===== src/core/dcds_pkg.sv =====
// What this block does
// 16-bit count decrements after every transfer
// stop at zero count if enabled or unsynchronized
// source/unsynced transfers run back to back
// destination-synced: no fetch before request
// destination-synced: release bus two clocks
// destination peripheral drops request within gap
// peripheral uses source read as acknowledge
// higher priority first, equal priority alternates
// dma beats cpu except locked/odd halves; code defers only on cpu_lock, not odd halves
// external hold beats pending dma cycle
// nmi halts dma, maskable interrupts do not
// run bit enables; synced modes need request
// software loads pointers before setting run
// registers writable; run kept without change-enable
// software uses locked writes for multi-register update
// reset clears run, aborts transfer
// reset leaves counters and pointers undefined
// third timer usable as request source
// pointer steps one or two; both hold
// priority bit: 0 low, 1 high
// timer request enable bit gates timer requests
// count termination raises interrupt when enabled
//
// Purpose: constants and types of the dual dma sequencer
// Assumes: printed register offsets used as byte addresses
// Notes:   one package shared by the design file and all verif files
package dcds_pkg;

  // register map, channel base plus offset
  localparam logic [7:0] CH0_BASE   = 8'hC0;
  localparam logic [7:0] CH1_BASE   = 8'hD0;
  localparam logic [3:0] OFS_SRC_LO = 4'h0;
  localparam logic [3:0] OFS_SRC_HI = 4'h2;
  localparam logic [3:0] OFS_DST_LO = 4'h4;
  localparam logic [3:0] OFS_DST_HI = 4'h6;
  localparam logic [3:0] OFS_COUNT  = 4'h8;
  localparam logic [3:0] OFS_CTL    = 4'hA;

  // control word field positions
  localparam int CTL_DST_MEM = 15;
  localparam int CTL_DST_DEC = 14;
  localparam int CTL_DST_INC = 13;
  localparam int CTL_SRC_MEM = 12;
  localparam int CTL_SRC_DEC = 11;
  localparam int CTL_SRC_INC = 10;
  localparam int CTL_STOP_EN = 9;
  localparam int CTL_INT_EN  = 8;
  localparam int CTL_SYNC_LO = 6;
  localparam int CTL_PRIO    = 5;
  localparam int CTL_TMR_EN  = 4;
  localparam int CTL_RUN_WE  = 2;
  localparam int CTL_RUN     = 1;
  localparam int CTL_WORD    = 0;
  // stored bits: run_write_enable, run and bit 3 excluded
  localparam logic [15:0] CTL_STORE_MASK = 16'hFFF1;

  // synchronisation field codes
  localparam logic [1:0] SYNC_NONE = 2'h0;
  localparam logic [1:0] SYNC_SRC  = 2'h1;
  localparam logic [1:0] SYNC_DST  = 2'h2;

  // pointer steps and release gap
  localparam logic [19:0] STEP_BYTE = 20'h00001;
  localparam logic [19:0] STEP_WORD = 20'h00002;
  localparam int          GAP_CLKS  = 2;

  typedef enum logic [1:0] {
    ST_IDLE,
    ST_FETCH,
    ST_STORE,
    ST_GAP
  } dcds_state_e;

  // local bus request, held until bus_ready
  typedef struct packed {
    logic        valid;
    logic        write;
    logic        mem;
    logic        word;
    logic [19:0] addr;
    logic [15:0] wdata;
  } dcds_bus_s;

  // state that reset defines
  typedef struct packed {
    logic [1:0]  run;
    dcds_state_e fsm;
    logic        act;
    logic        last;
    logic [15:0] data;
    dcds_bus_s   bus;
    logic [1:0]  irq;
    logic [15:0] rdata;
  } dcds_ctl_s;

  // channel registers that reset leaves alone
  typedef struct packed {
    logic [1:0][19:0] src;
    logic [1:0][19:0] dst;
    logic [1:0][15:0] cnt;
    logic [1:0][15:0] ctl;
  } dcds_data_s;

endpackage


===== src/core/dcds_sequencer.sv =====
// Purpose: two-channel dma sequencer with register port
// Assumes: single 10 MHz clock, inputs synchronous
// Notes:   channel registers carry no reset
//
// Implementation choices: the plain strobed port and the register offsets.
`timescale 1ns/1ps

module dcds_sequencer
  import dcds_pkg::*;
(
  input  wire logic        clk,
  input  wire logic        resetn,
  input  wire logic [7:0]  addr,
  input  wire logic [15:0] wdata,
  input  wire logic        wr,
  input  wire logic        rd,
  output logic      [15:0] rdata,
  input  wire logic [1:0]  transfer_request,
  input  wire logic        timer2_request,
  input  wire logic        hold_request,
  input  wire logic        nmi_request,
  input  wire logic        cpu_lock,
  input  wire logic        bus_ready,
  input  wire logic [15:0] bus_rdata,
  output dcds_bus_s        bus,
  output logic      [1:0]  done_irq
);

  ////////////////////////////////////////////////////////////
  // state and decode

  dcds_ctl_s   s;
  dcds_ctl_s   next_s;
  dcds_data_s  d;
  dcds_data_s  next_d;

  logic        hit;
  logic        sel;
  logic [3:0]  ofs;
  logic [1:0]  req;
  logic [1:0]  elig;
  logic [1:0]  run_eff;
  logic        cur;
  logic [15:0] cw;
  logic [15:0] cnt_dec;
  logic        store_done;
  logic        stop_now;
  logic        blocked;
  logic        pick;
  logic        pick_ok;
  logic        may_start;

  // address decode of both channel blocks
  assign hit = (addr[7:5] == CH0_BASE[7:5]) && (addr[0] == 1'b0);
  assign sel = (addr[7:4] == CH1_BASE[7:4]);
  assign ofs = addr[3:0];

  // pointer step: by one or two, both or none hold
  function automatic logic [19:0] step_ptr(
    input logic [19:0] ptr,
    input logic        inc,
    input logic        dec,
    input logic        word
  );
    logic [19:0] st;
    st = word ? STEP_WORD : STEP_BYTE;
    if (inc && !dec)
      step_ptr = ptr + st;
    else if (dec && !inc)
      step_ptr = ptr - st;
    else
      step_ptr = ptr;
  endfunction

  ////////////////////////////////////////////////////////////
  // termination and arbitration

  // active channel view, used at store completion
  always_comb
  begin
    cur        = s.act;
    cw         = d.ctl[cur];
    store_done = (s.fsm == ST_STORE) && bus_ready;
    // count decrement
    // always counted, stop option or not
    cnt_dec    = d.cnt[cur] - 16'h0001;
    // stop at zero
    // unsynced mode ignores the stop option bit
    stop_now   = (cnt_dec == 16'h0000) &&
                 (cw[CTL_STOP_EN] ||
                  (cw[CTL_SYNC_LO +: 2] == SYNC_NONE));
  end

  // per-channel eligibility
  always_comb
  begin
    for (int c = 0; c < 2; c++)
    begin
      // timer request gated
      req[c] = transfer_request[c] ||
               (d.ctl[c][CTL_TMR_EN] && timer2_request);
      // a finishing channel must not be relaunched
      run_eff[c] = s.run[c] &&
                   !(store_done && (cur == c[0]) && stop_now);
      // run plus request
      // synced modes wait for the request before fetch
      unique case (d.ctl[c][CTL_SYNC_LO +: 2])
        SYNC_NONE:
          elig[c] = run_eff[c];
        SYNC_SRC,
        SYNC_DST:
          elig[c] = run_eff[c] && req[c];
        default:
          elig[c] = 1'b0;
      endcase
    end
  end

  // choose channel and decide whether a cycle may begin
  always_comb
  begin
    // hold, nmi, locked cpu
    // maskable interrupts have no input here on purpose
    blocked = hold_request || nmi_request || cpu_lock;
    pick_ok = |elig && !blocked;
    // priority then alternation
    if (elig == 2'b11)
    begin
      if (d.ctl[0][CTL_PRIO] != d.ctl[1][CTL_PRIO])
        pick = d.ctl[1][CTL_PRIO];
      else
        pick = !s.last;
    end
    else
    begin
      pick = elig[1];
    end
    // back to back start
    // source/unsynced chain straight from the store
    may_start = (s.fsm == ST_IDLE) ||
                (store_done &&
                 (cw[CTL_SYNC_LO +: 2] != SYNC_DST));
  end

  ////////////////////////////////////////////////////////////
  // next state

  always_comb
  begin
    next_s       = s;
    next_d       = d;
    next_s.irq   = 2'b00;
    next_s.rdata = 16'h0000;

    // transfer sequence
    unique case (s.fsm)
      ST_IDLE:
      begin
        next_s.bus.valid = 1'b0;
      end
      ST_FETCH:
      begin
        // fetched data launches the store cycle
        if (bus_ready)
        begin
          next_s.data      = bus_rdata;
          next_s.fsm       = ST_STORE;
          next_s.bus.valid = 1'b1;
          next_s.bus.write = 1'b1;
          next_s.bus.mem   = cw[CTL_DST_MEM];
          next_s.bus.word  = cw[CTL_WORD];
          next_s.bus.addr  = d.dst[cur];
          next_s.bus.wdata = bus_rdata;
        end
      end
      ST_STORE:
      begin
        if (bus_ready)
        begin
          next_d.cnt[cur] = cnt_dec;
          // pointer stepping
          next_d.src[cur] = step_ptr(d.src[cur],
                                     cw[CTL_SRC_INC],
                                     cw[CTL_SRC_DEC],
                                     cw[CTL_WORD]);
          next_d.dst[cur] = step_ptr(d.dst[cur],
                                     cw[CTL_DST_INC],
                                     cw[CTL_DST_DEC],
                                     cw[CTL_WORD]);
          // clear run at zero
          if (stop_now)
          begin
            next_s.run[cur] = 1'b0;
            // termination interrupt
            next_s.irq[cur] = cw[CTL_INT_EN];
          end
          next_s.bus.valid = 1'b0;
          next_s.bus.write = 1'b0;
          // release after dest-synced
          // the gap lets the peripheral drop its request
          if (cw[CTL_SYNC_LO +: 2] == SYNC_DST)
            next_s.fsm = ST_GAP;
          else
            next_s.fsm = ST_IDLE;
        end
      end
      ST_GAP:
      begin
        // second released clock spent in idle
        next_s.fsm = ST_IDLE;
      end
    endcase

    // launch a fetch on the chosen channel
    if (may_start && pick_ok)
    begin
      next_s.fsm       = ST_FETCH;
      next_s.act       = pick;
      next_s.last      = pick;
      next_s.bus.valid = 1'b1;
      next_s.bus.write = 1'b0;
      next_s.bus.mem   = d.ctl[pick][CTL_SRC_MEM];
      next_s.bus.word  = d.ctl[pick][CTL_WORD];
      next_s.bus.addr  = (store_done && (pick == cur)) ?
                         next_d.src[pick] : d.src[pick];
      next_s.bus.wdata = 16'h0000;
    end

    // register writes while running
    // software write lands after the dma update and wins
    if (wr && hit)
    begin
      unique case (ofs)
        OFS_SRC_LO:
          next_d.src[sel][15:0] = wdata;
        OFS_SRC_HI:
          next_d.src[sel][19:16] = wdata[3:0];
        OFS_DST_LO:
          next_d.dst[sel][15:0] = wdata;
        OFS_DST_HI:
          next_d.dst[sel][19:16] = wdata[3:0];
        OFS_COUNT:
          next_d.cnt[sel] = wdata;
        OFS_CTL:
        begin
          next_d.ctl[sel] = wdata & CTL_STORE_MASK;
          // run only moves with run_write_enable set
          if (wdata[CTL_RUN_WE])
            next_s.run[sel] = wdata[CTL_RUN];
        end
        default:
        begin
        end
      endcase
    end

    // read data for the following cycle only
    if (rd && hit)
    begin
      unique case (ofs)
        OFS_SRC_LO:
          next_s.rdata = d.src[sel][15:0];
        OFS_SRC_HI:
          next_s.rdata = {12'h000, d.src[sel][19:16]};
        OFS_DST_LO:
          next_s.rdata = d.dst[sel][15:0];
        OFS_DST_HI:
          next_s.rdata = {12'h000, d.dst[sel][19:16]};
        OFS_COUNT:
          next_s.rdata = d.cnt[sel];
        OFS_CTL:
        begin
          next_s.rdata          = d.ctl[sel];
          next_s.rdata[CTL_RUN] = s.run[sel];
        end
        default:
          next_s.rdata = 16'h0000;
      endcase
    end
  end

  ////////////////////////////////////////////////////////////
  // registers

  // reset stops and aborts
  // bus request dropped, both channels stopped
  always_ff @(posedge clk or negedge resetn)
  begin
    if (!resetn)
    begin
      s <= '0;
    end
    else
    begin
      s <= next_s;
    end
  end

  // no reset on channel data
  // counters and pointers keep whatever they held
  always_ff @(posedge clk)
  begin
    d <= next_d;
  end

  // outputs straight from flops
  assign bus      = s.bus;
  assign rdata    = s.rdata;
  assign done_irq = s.irq;

endmodule


===== config.mk =====
export PLATFORM = sky130hd
export DESIGN_NAME = dcds_sequencer
export DESIGN_NICKNAME = d
export VERILOG_FILES = /design/src/core/dcds_pkg.sv /design/src/core/dcds_sequencer.sv
export SDC_FILE = /design/constraint.sdc
export NUM_CORES = 1
export LEC_CHECK = 0
export ABC_AREA = 0
export CAP_MARGIN = 10
export CORE_AREA = 2 2 169 188
export CTS_BUF_LIST = sky130_fd_sc_hd__clkbuf_8
export CTS_CLUSTER_SIZE = 30
export DETAILED_ROUTE_END_ITERATION = 10
export DIE_AREA = 0 0 171 190
export DONT_BUFFER_PORTS = 1
export GPL_TIMING_DRIVEN = 0
export MAX_ROUTING_LAYER = met4
export PLACE_DENSITY_LB_ADDON = 0.15
export SLEW_MARGIN = 0
export SYNTH_ARGS = -nofsm -noshare
export SYNTH_HDL_FRONTEND = slang
export SYNTH_SLANG_ARGS = --single-unit

===== constraint.sdc =====
create_clock -name clk -period 14.3 [get_ports clk]
set_clock_uncertainty 0.1 [all_clocks]
set_input_delay 0 -clock clk [delete_from_list [all_inputs] [get_ports clk]]
set_output_delay 0 -clock clk [all_outputs]
set_load 0.02 [all_outputs]

==> results by group, run 1 <==
Run status
  • Status: complete, but fails checks
  • Failing checks: max-capacitance violations, max-slew violations

Placed design
  • Placement Setup Slack: 6230 ps
  • Number of I/O port buffers: 0
  • Post-DP HPWL: 48300 um
  • Routability Congestion: 1.05

Power and ir drop
  • Total internal power: 1.72 mW
  • Peak supply drop: 111 uV
  • Leak: 5.97 nW
  • Sw Pwr: 1.60 mW
  • Clock network power share: 18.4%
  • Combinational fraction of design power: 50.9%
  • Pwr per Cell Area: 212 nW/um^2
  • Sequential Power Share: 30.7%
  • Sw Share: 48.3%

Clock tree
  • TritonCTS clock tree: built
  • CTS clock-pin slew for the worst setup and hold paths: 70 ps
  • H-tree levels: 2
  • # clock sinks: 205
  • Clk Tree Root Cell: clkbuf_8
  • Worst skew pair latency: 580 ps
  • Maximum clock insertion buffer count: 3
  • Post-CTS Setup Repair Bufs: 0
  • CTS-repair resized insts: 0
  • CTS buffer count: 38

Layout
  • Share of layout cells above drive strength 1: 9.55%
  • Footprint of the multi-input gates: 7820 um^2
  • Sequential Area: 4720 um^2
  • Layout Nets: 1940
  • Number of fillers in the final layout: 3059
  • Area Growth Syn to Fin: 15.7%

Critical path
  • Type of the worst setup path: flop to flop
  • Worst R2R Setup Slack: 5830 ps
  • Critical Path AT: 8850 ps
  • Critical-path cell list: buf_2, buf_6, buf_6, buf_6, buf_4, buf_4, buf_4, buf_1, buf_1, mux2i_2, ha_1, nand2b_1, o2111ai_1, nor4_1, a31o_2, a21boi_1, nand2_1, xor2_1, mux2i_1, o21ai_0, o2bb2ai_1
  • Max FO, Critical Path: 10
  • Required @ worst endpoint: 14670 ps
  • Setup crit end kind: flop
  • FF-to-FF Start: s[74]$_DFFE_PN0P_
  • Critical path launch point type: flop
  • Buf/Inv on CP: 9
  • Worst R2R End: d[83]$_DFF_P_
  • CP delay by family, top: buffers and inverters
  • Worst reg2reg path depth: 21
  • Max stage delay on crit path: 1010 ps
  • Slowest-stage cell, CP: nor4_1

Timing
  • Final worst-path cycle share: 59.3%
  • Setup TNS: 0 ps
  • Hold Fails Final Rpt: 0
  • Final Critical Period: 8470 ps
  • Final worst slack: 5830 ps
  • Fmax: 118 MHz
  • Slew HR: -0.628%
  • Setup violation total in the final timing report: 0
  • RSZ-0062 raised after global routing: false
  • Fin. max-slew vios: 1
  • Worst slew pin tran: 1470 ps

Floorplanning
  • FP Rows: 68
  • Die area: 32500 um^2
  • Die H: 190 um
  • Starting density of the core: 44.0%
  • Die W: 171 um
  • IO Pins: 109
  • CORE AREA: 30800 um^2

Synthesis
  • Synthesized area: 13600 um^2
  • Post-synth EDFFs: 30
  • Commonest cells post-synth: nand2_1 (329), nor2_1 (199), a21oi_1 (176)
  • Flops & latches, synth: 205
  • Share of flip-flops with an asynchronous set or reset: 30.7%
  • Netlist cell types: 89
  • Most used DFF post-synth: dfxtp_1
  • Mapped Nets: 1825
  • Largest area contributor in the netlist: dfxtp_1
  • Synth area leaders: dfxtp_1 (17%), dfrtp_1 (12%), nand2_1 (9.1%), edfxtp_1 (6.6%), a21oi_1 (6.5%)
  • Mapped Cells: 1751
  • Top-count cell post-synth: nand2_1
  • Ys Warns: 0
  • Synth Area per Inst: 7.75 um^2
  • Top cell type's share of synthesized area: 16.5%
  • Register area share after synthesis: 34.8%

Global routing
  • Vias in the first global route: 13600
  • Total gr overflow: 0
  • Overall Global Routing Usage: 41.2%
  • Initial antenna violation count: 2
  • First-pass GRT wire length: 93700 um
  • Pin count of the biggest net entering global routing: 64

Detailed routing
  • Routed vias/inst: 6.24
  • Post-DRT Antenna Nets: 0
  • Pre-Repair DR Iteration Count: 8
  • DRT Wirelength: 65400 um
  • Vias: 14500
  • Remaining routing DRC violations: 0
  • Initial DRC Count: 1824
  • Drt wl/cell: 28.2 um

Min path
  • Worst hold path class: primary input to flop
  • Hold Path Cell Cnt: 3
  • Hold Path End: bus[1]$_DFFE_PN0P_
  • Worst Hold Launch: bus_rdata[1]

Flow run
  • Max-cap violations: 1
==> power groups by stage <==
| stage | Sequential, mW | Clock, mW | Combinational [mW] |
|---|---|---|---|
| finish | 1.02 | 0.611 | 1.69 |
| CTS | 1.00 | 0.614 | 1.63 |
| detailed placement | 1.01 | 0 | 1.59 |
| global placement | 1.01 | 0 | 1.58 |
| global route | 1.03 | 0.639 | 1.80 |
| floorplan | 0.917 | 0 | 1.16 |
==> layout by cell type, fill, tap and decap left out, drive strengths merged, types with 19 or more instances in the layout <==
master / instances
a221oi: 19
dfxtp: 112
clkbuf: 125
a22oi: 23
nand3: 33
ha: 19
dfrtp: 63
nor2: 199
edfxtp: 30
buf: 90
a31oi: 37
mux2i: 60
o211ai: 20
inv: 40
o21ai: 108
a21oi: 177
xor2: 27
nor3: 36
and2: 19
dlygate4sd3: 71
xnor2: 40
nand2: 329
==> how the worst max path moves through the flow <==
stage	cells past startpoint	end	from
finish	21	d[83]$_DFF_P_	s[74]$_DFFE_PN0P_
floorplan	21	bus[28]$_DFFE_PN0P_	s[74]$_DFFE_PN0P_
global route	21	d[83]$_DFF_P_	s[74]$_DFFE_PN0P_
CTS	21	d[83]$_DFF_P_	s[74]$_DFFE_PN0P_
detailed placement	21	d[83]$_DFF_P_	s[74]$_DFFE_PN0P_
global placement	21	d[83]$_DFF_P_	s[74]$_DFFE_PN0P_
==> area by class of cell <==
class / instances / area share, %
timing repair buffer: 75 / 5.02
inverter: 27 / 0.646
antenna: 2 / 0.0319
sequential: 205 / 30.1
multi-input combinational: 1355 / 49.8
tap: 420 / 3.35
buffer: 164 / 5.98
clock inverter: 23 / 0.988
clock buffer: 47 / 4.12
==> worst reg2reg max path, stage by stage (launching register included) <==
cell	delay [ps]
dfrtp_1	420
buf_2	270
buf_6	190
buf_6	210
buf_6	210
buf_4	280
buf_4	330
buf_4	300
buf_1	800
buf_1	1000
mux2i_2	910
ha_1	360
nand2b_1	130
o2111ai_1	250
nor4_1	1010
a31o_2	310
a21boi_1	480
nand2_1	150
xor2_1	190
mux2i_1	200
o21ai_0	110
o2bb2ai_1	150
==> metal layers <==
metal	global-route usage [%]	up-vias	part of all wire [%]
li1	-	6384	-
met1	49.9	6889	38
met2	62.3	933	44
met3	7.82	248	10
met4	27.7	0	7.7
met5	-	-	0
==> cell families (layout without fill, tap and decap cells) <==
group	after synthesis	count (layout)	share of synthesized area, %
multiplexers	72	72	5.42
flip-flops	205	205	34.8
XOR/XNOR	67	67	4.38
buffers and inverters	191	336	7.67
AO/OA/AOI/OAI	476	476	21.9
adder cells (fa/ha/maj)	24	24	2.42
other	0	2	0
AND/OR/NAND/NOR	716	716	23.4
==> timing repair <==
item | CTS | global route
setup endpoints to repair | 0 | 0
endpoints found under the hold margin | 238 | 0
hold buffers | 73 | 0
==> per-stage QoR <==
| stage | power, mW | std cells | utilization (%) | area [um^2] | hold slack (ps) |
|---|---|---|---|---|---|
| final | 3.32 | 2318 | 51.0 | 15700 | 27.6 |
| after global routing | 3.47 | 2317 | 51.0 | 15700 | 34.6 |
| after CTS | 3.25 | 2316 | 50.9 | 15700 | 4.75 |
| after detailed placement | 2.61 | 2173 | 45.9 | 14100 | -394 |
| after global placement | 2.60 | 2171 | 45.7 | 14100 | -394 |
| after floorplan | 2.08 | 1751 | - | 13600 | -396 |
No activity file was read; power rests on OpenSTA's default activity.
==> inputs of run 2 (changes only) <==
==> constraint.sdc (replaced) <==
create_clock -name clk -period 7.5 [get_ports clk]
set_clock_uncertainty 0.1 [all_clocks]
set_input_delay 0 -clock clk [delete_from_list [all_inputs] [get_ports clk]]
set_output_delay 0 -clock clk [all_outputs]
set_load 0.02 [all_outputs]
==> results by group, run 2 (synthesized netlist as in run 1, its figures left out) <==
Clock tree
  • TritonCTS clock tree: built (unchanged)
  • H-tree levels: 2 (unchanged)
  • CTS buffer count: 38 (unchanged)
  • # clock sinks: 205 (unchanged)
  • CTS clock-pin slew for the worst setup and hold paths: 70 ps (about the same)
  • Clk Tree Root Cell: clkbuf_8 (unchanged)
  • Post-CTS Setup Repair Bufs: 0 (unchanged)
  • Worst skew pair latency: 590 ps (was 580 ps)
  • Maximum clock insertion buffer count: 3 (unchanged)

Global routing
  • Vias in the first global route: 13600 (about the same)
  • Overall Global Routing Usage: 41.1% (was 41.2%)
  • Pin count of the biggest net entering global routing: 64 (unchanged)
  • Total gr overflow: 0 (unchanged)
  • First-pass GRT wire length: 93600 um (was 93700 um)
  • Initial antenna violation count: 1 (was 2)

Layout
  • Layout Nets: 1939 (was 1940)
  • Layout Cells excl Fill: 2315 (was 2318)
  • Number of fillers in the final layout: 3065 (was 3059)
  • Commonest non-fill, non-tap cell in the layout: nand2_1 (unchanged)
  • Share of layout cells above drive strength 1: 9.66% (was 9.55%)
  • Design Area, Final: 15700 um^2 (about the same)
  • Area Growth Syn to Fin: 15.8% (was 15.7%)
  • Core Util, Final: 51.0% (about the same)
  • Inserted Diodes: 0 (was 2)
  • Most frequent cells in the layout: nand2_1 (329), nor2_1 (199), a21oi_1 (176) (unchanged)

Timing
  • Slew HR: 6.07% (was -0.628%)
  • Fin. max-slew vios: 0 (was 1)
  • Hold Fails Final Rpt: 0 (unchanged)
  • Worst slew pin tran: 1370 ps (was 1470 ps)
  • Final worst-path cycle share: 95.7% (was 59.3%)
  • Fmax: 139 MHz (was 118 MHz)
  • RSZ-0062 raised after global routing: false (unchanged)
  • Final worst slack: 319 ps (was 5830 ps)
  • Setup violation total in the final timing report: 0 (unchanged)
  • Final Critical Period: 7180 ps (was 8470 ps)
  • Hold slack: 21.1 ps (was 27.6 ps)

Min path
  • Worst hold path class: primary input to flop (unchanged)

Detailed routing
  • Vias: 14400 (was 14500)
  • DRT Wirelength: 65000 um (was 65400 um)
  • Pre-Repair DR Iteration Count: 8 (unchanged)
  • Drt wl/cell: 28.1 um (was 28.2 um)
  • Remaining routing DRC violations: 0 (unchanged)
  • Routed vias/inst: 6.24 (about the same)
  • Initial DRC Count: 1786 (was 1824)
  • Post-DRT Antenna Nets: 0 (unchanged)

Placed design
  • Post-DP HPWL: 48300 um (unchanged)
  • Number of I/O port buffers: 0 (unchanged)
  • Placed cells: 2173 (unchanged)
  • Placement Setup Slack: -569 ps (was 6230 ps)
  • Routability Congestion: 1.05 (unchanged)
  • Dpl cell area: 14100 um^2 (unchanged)

Critical path
  • Critical path launch point type: flop (unchanged)
  • Critical-path cell list: buf_2, buf_6, buf_6, buf_6, buf_4, buf_4, buf_4, clkdlybuf4s15_2, mux2i_2, ha_1, fa_1, o211ai_1, nor3_1, nand3b_1, o22ai_1, xor2_1, nor2_1, a21oi_1, o21ai_0, o21a_1, dlygate4sd3_1 (was buf_2, buf_6, buf_6, buf_6, buf_4, buf_4, buf_4, buf_1, buf_1, mux2i_2, ha_1, nand2b_1, o2111ai_1, nor4_1, a31o_2, a21boi_1, nand2_1, xor2_1, mux2i_1, o21ai_0, o2bb2ai_1)
  • Type of the worst setup path: flop to flop (unchanged)
  • Slowest-stage cell, CP: mux2i_2 (was nor4_1)
  • Required @ worst endpoint: 7870 ps (was 14670 ps)
  • Setup crit end kind: flop (unchanged)
  • Max stage delay on crit path: 860 ps (was 1010 ps)
  • Max FO, Critical Path: 19 (was 10)
  • Critical Path AT: 7550 ps (was 8850 ps)

Floorplanning
  • Die area: 32500 um^2 (unchanged)
  • Die H: 190 um (unchanged)
  • FP Rows: 68 (unchanged)
  • Starting density of the core: 44.0% (unchanged)
  • Die W: 171 um (unchanged)
  • CORE AREA: 30800 um^2 (unchanged)
  • IO Pins: 109 (unchanged)

Run status
  • Status: finished, final reports clean (was complete, but fails checks)

Power and ir drop
  • Peak supply drop: 213 uV (was 111 uV)
  • Leak: 5.98 nW (was 5.97 nW)
  • Pwr per Cell Area: 403 nW/um^2 (was 212 nW/um^2)

Flow run
  • Max-cap violations: 0 (was 1)
## run 2: stage by stage
step                TNS (ps)  power (mW)
floorplan                  0        3.96
global placement      -30390        4.95
detailed placement     -7410        4.97
CTS                        0        6.20
global route               0        6.61
finish                     0        6.33
## run 2: repair_timing
| action | CTS | global route |
|---|---|---|
| resized for setup | 3 | 0 |
| hold buffers | 73 | 0 |
| setup endpoints to repair | 41 | 0 |
| endpoints found under the hold margin | 238 | 0 |
## run 2: where the power goes
part           switching (mW)  internal, mW
Combinational            2.07          1.14
Clock                   0.532         0.638
Sequential              0.449          1.49
Total                    3.05          3.28
## run 2: cell type report
type / instances / area (um^2) / share of cell area, %
clock buffer: 47 / 647 / 4.12
multi-input combinational: 1355 / 7820 / 49.8
tap: 420 / 526 / 3.35
inverter: 27 / 101 / 0.645
sequential: 205 / 4720 / 30.1
clock inverter: 23 / 155 / 0.988
buffer: 163 / 942 / 6.00
timing repair buffer: 75 / 788 / 5.02
## run 2: critical path: cells and delay by family (launching register included)
kind            cells  cell delay (ps)
buf+inv             9             3060
mux                 1              860
flops               1              420
xor+xnor            1              230
simple gates        3              790
compound gates      5              990
fa+ha+maj           2              560
## run 2: final timing paths
kind                       depth (start not counted)  slack, ps              start               endpoint
max in group asynchronous                          4       6480             resetn     rdata[9]$_DFF_PN0_
min reg2reg                                        1        400               flop  done_irq[0]$_DFF_PN0_
max reg2reg                                       21        320  s[74]$_DFFE_PN0P_          d[82]$_DFF_P_
min                                                3         20       bus_rdata[1]     bus[1]$_DFFE_PN0P_
max                                               21        320  s[74]$_DFFE_PN0P_          d[82]$_DFF_P_
min in group asynchronous                          4        520             resetn    bus[17]$_DFFE_PN0P_
## run 2: layer usage
layer  global-route usage [%]  up-vias  share of wire (%)
met4                     27.6        0                7.9
met3                     7.66      249                 10
met1                     49.8     6857                 38
met5                        -        -                  0
met2                     62.2      954                 44
li1                         -     6377                  -
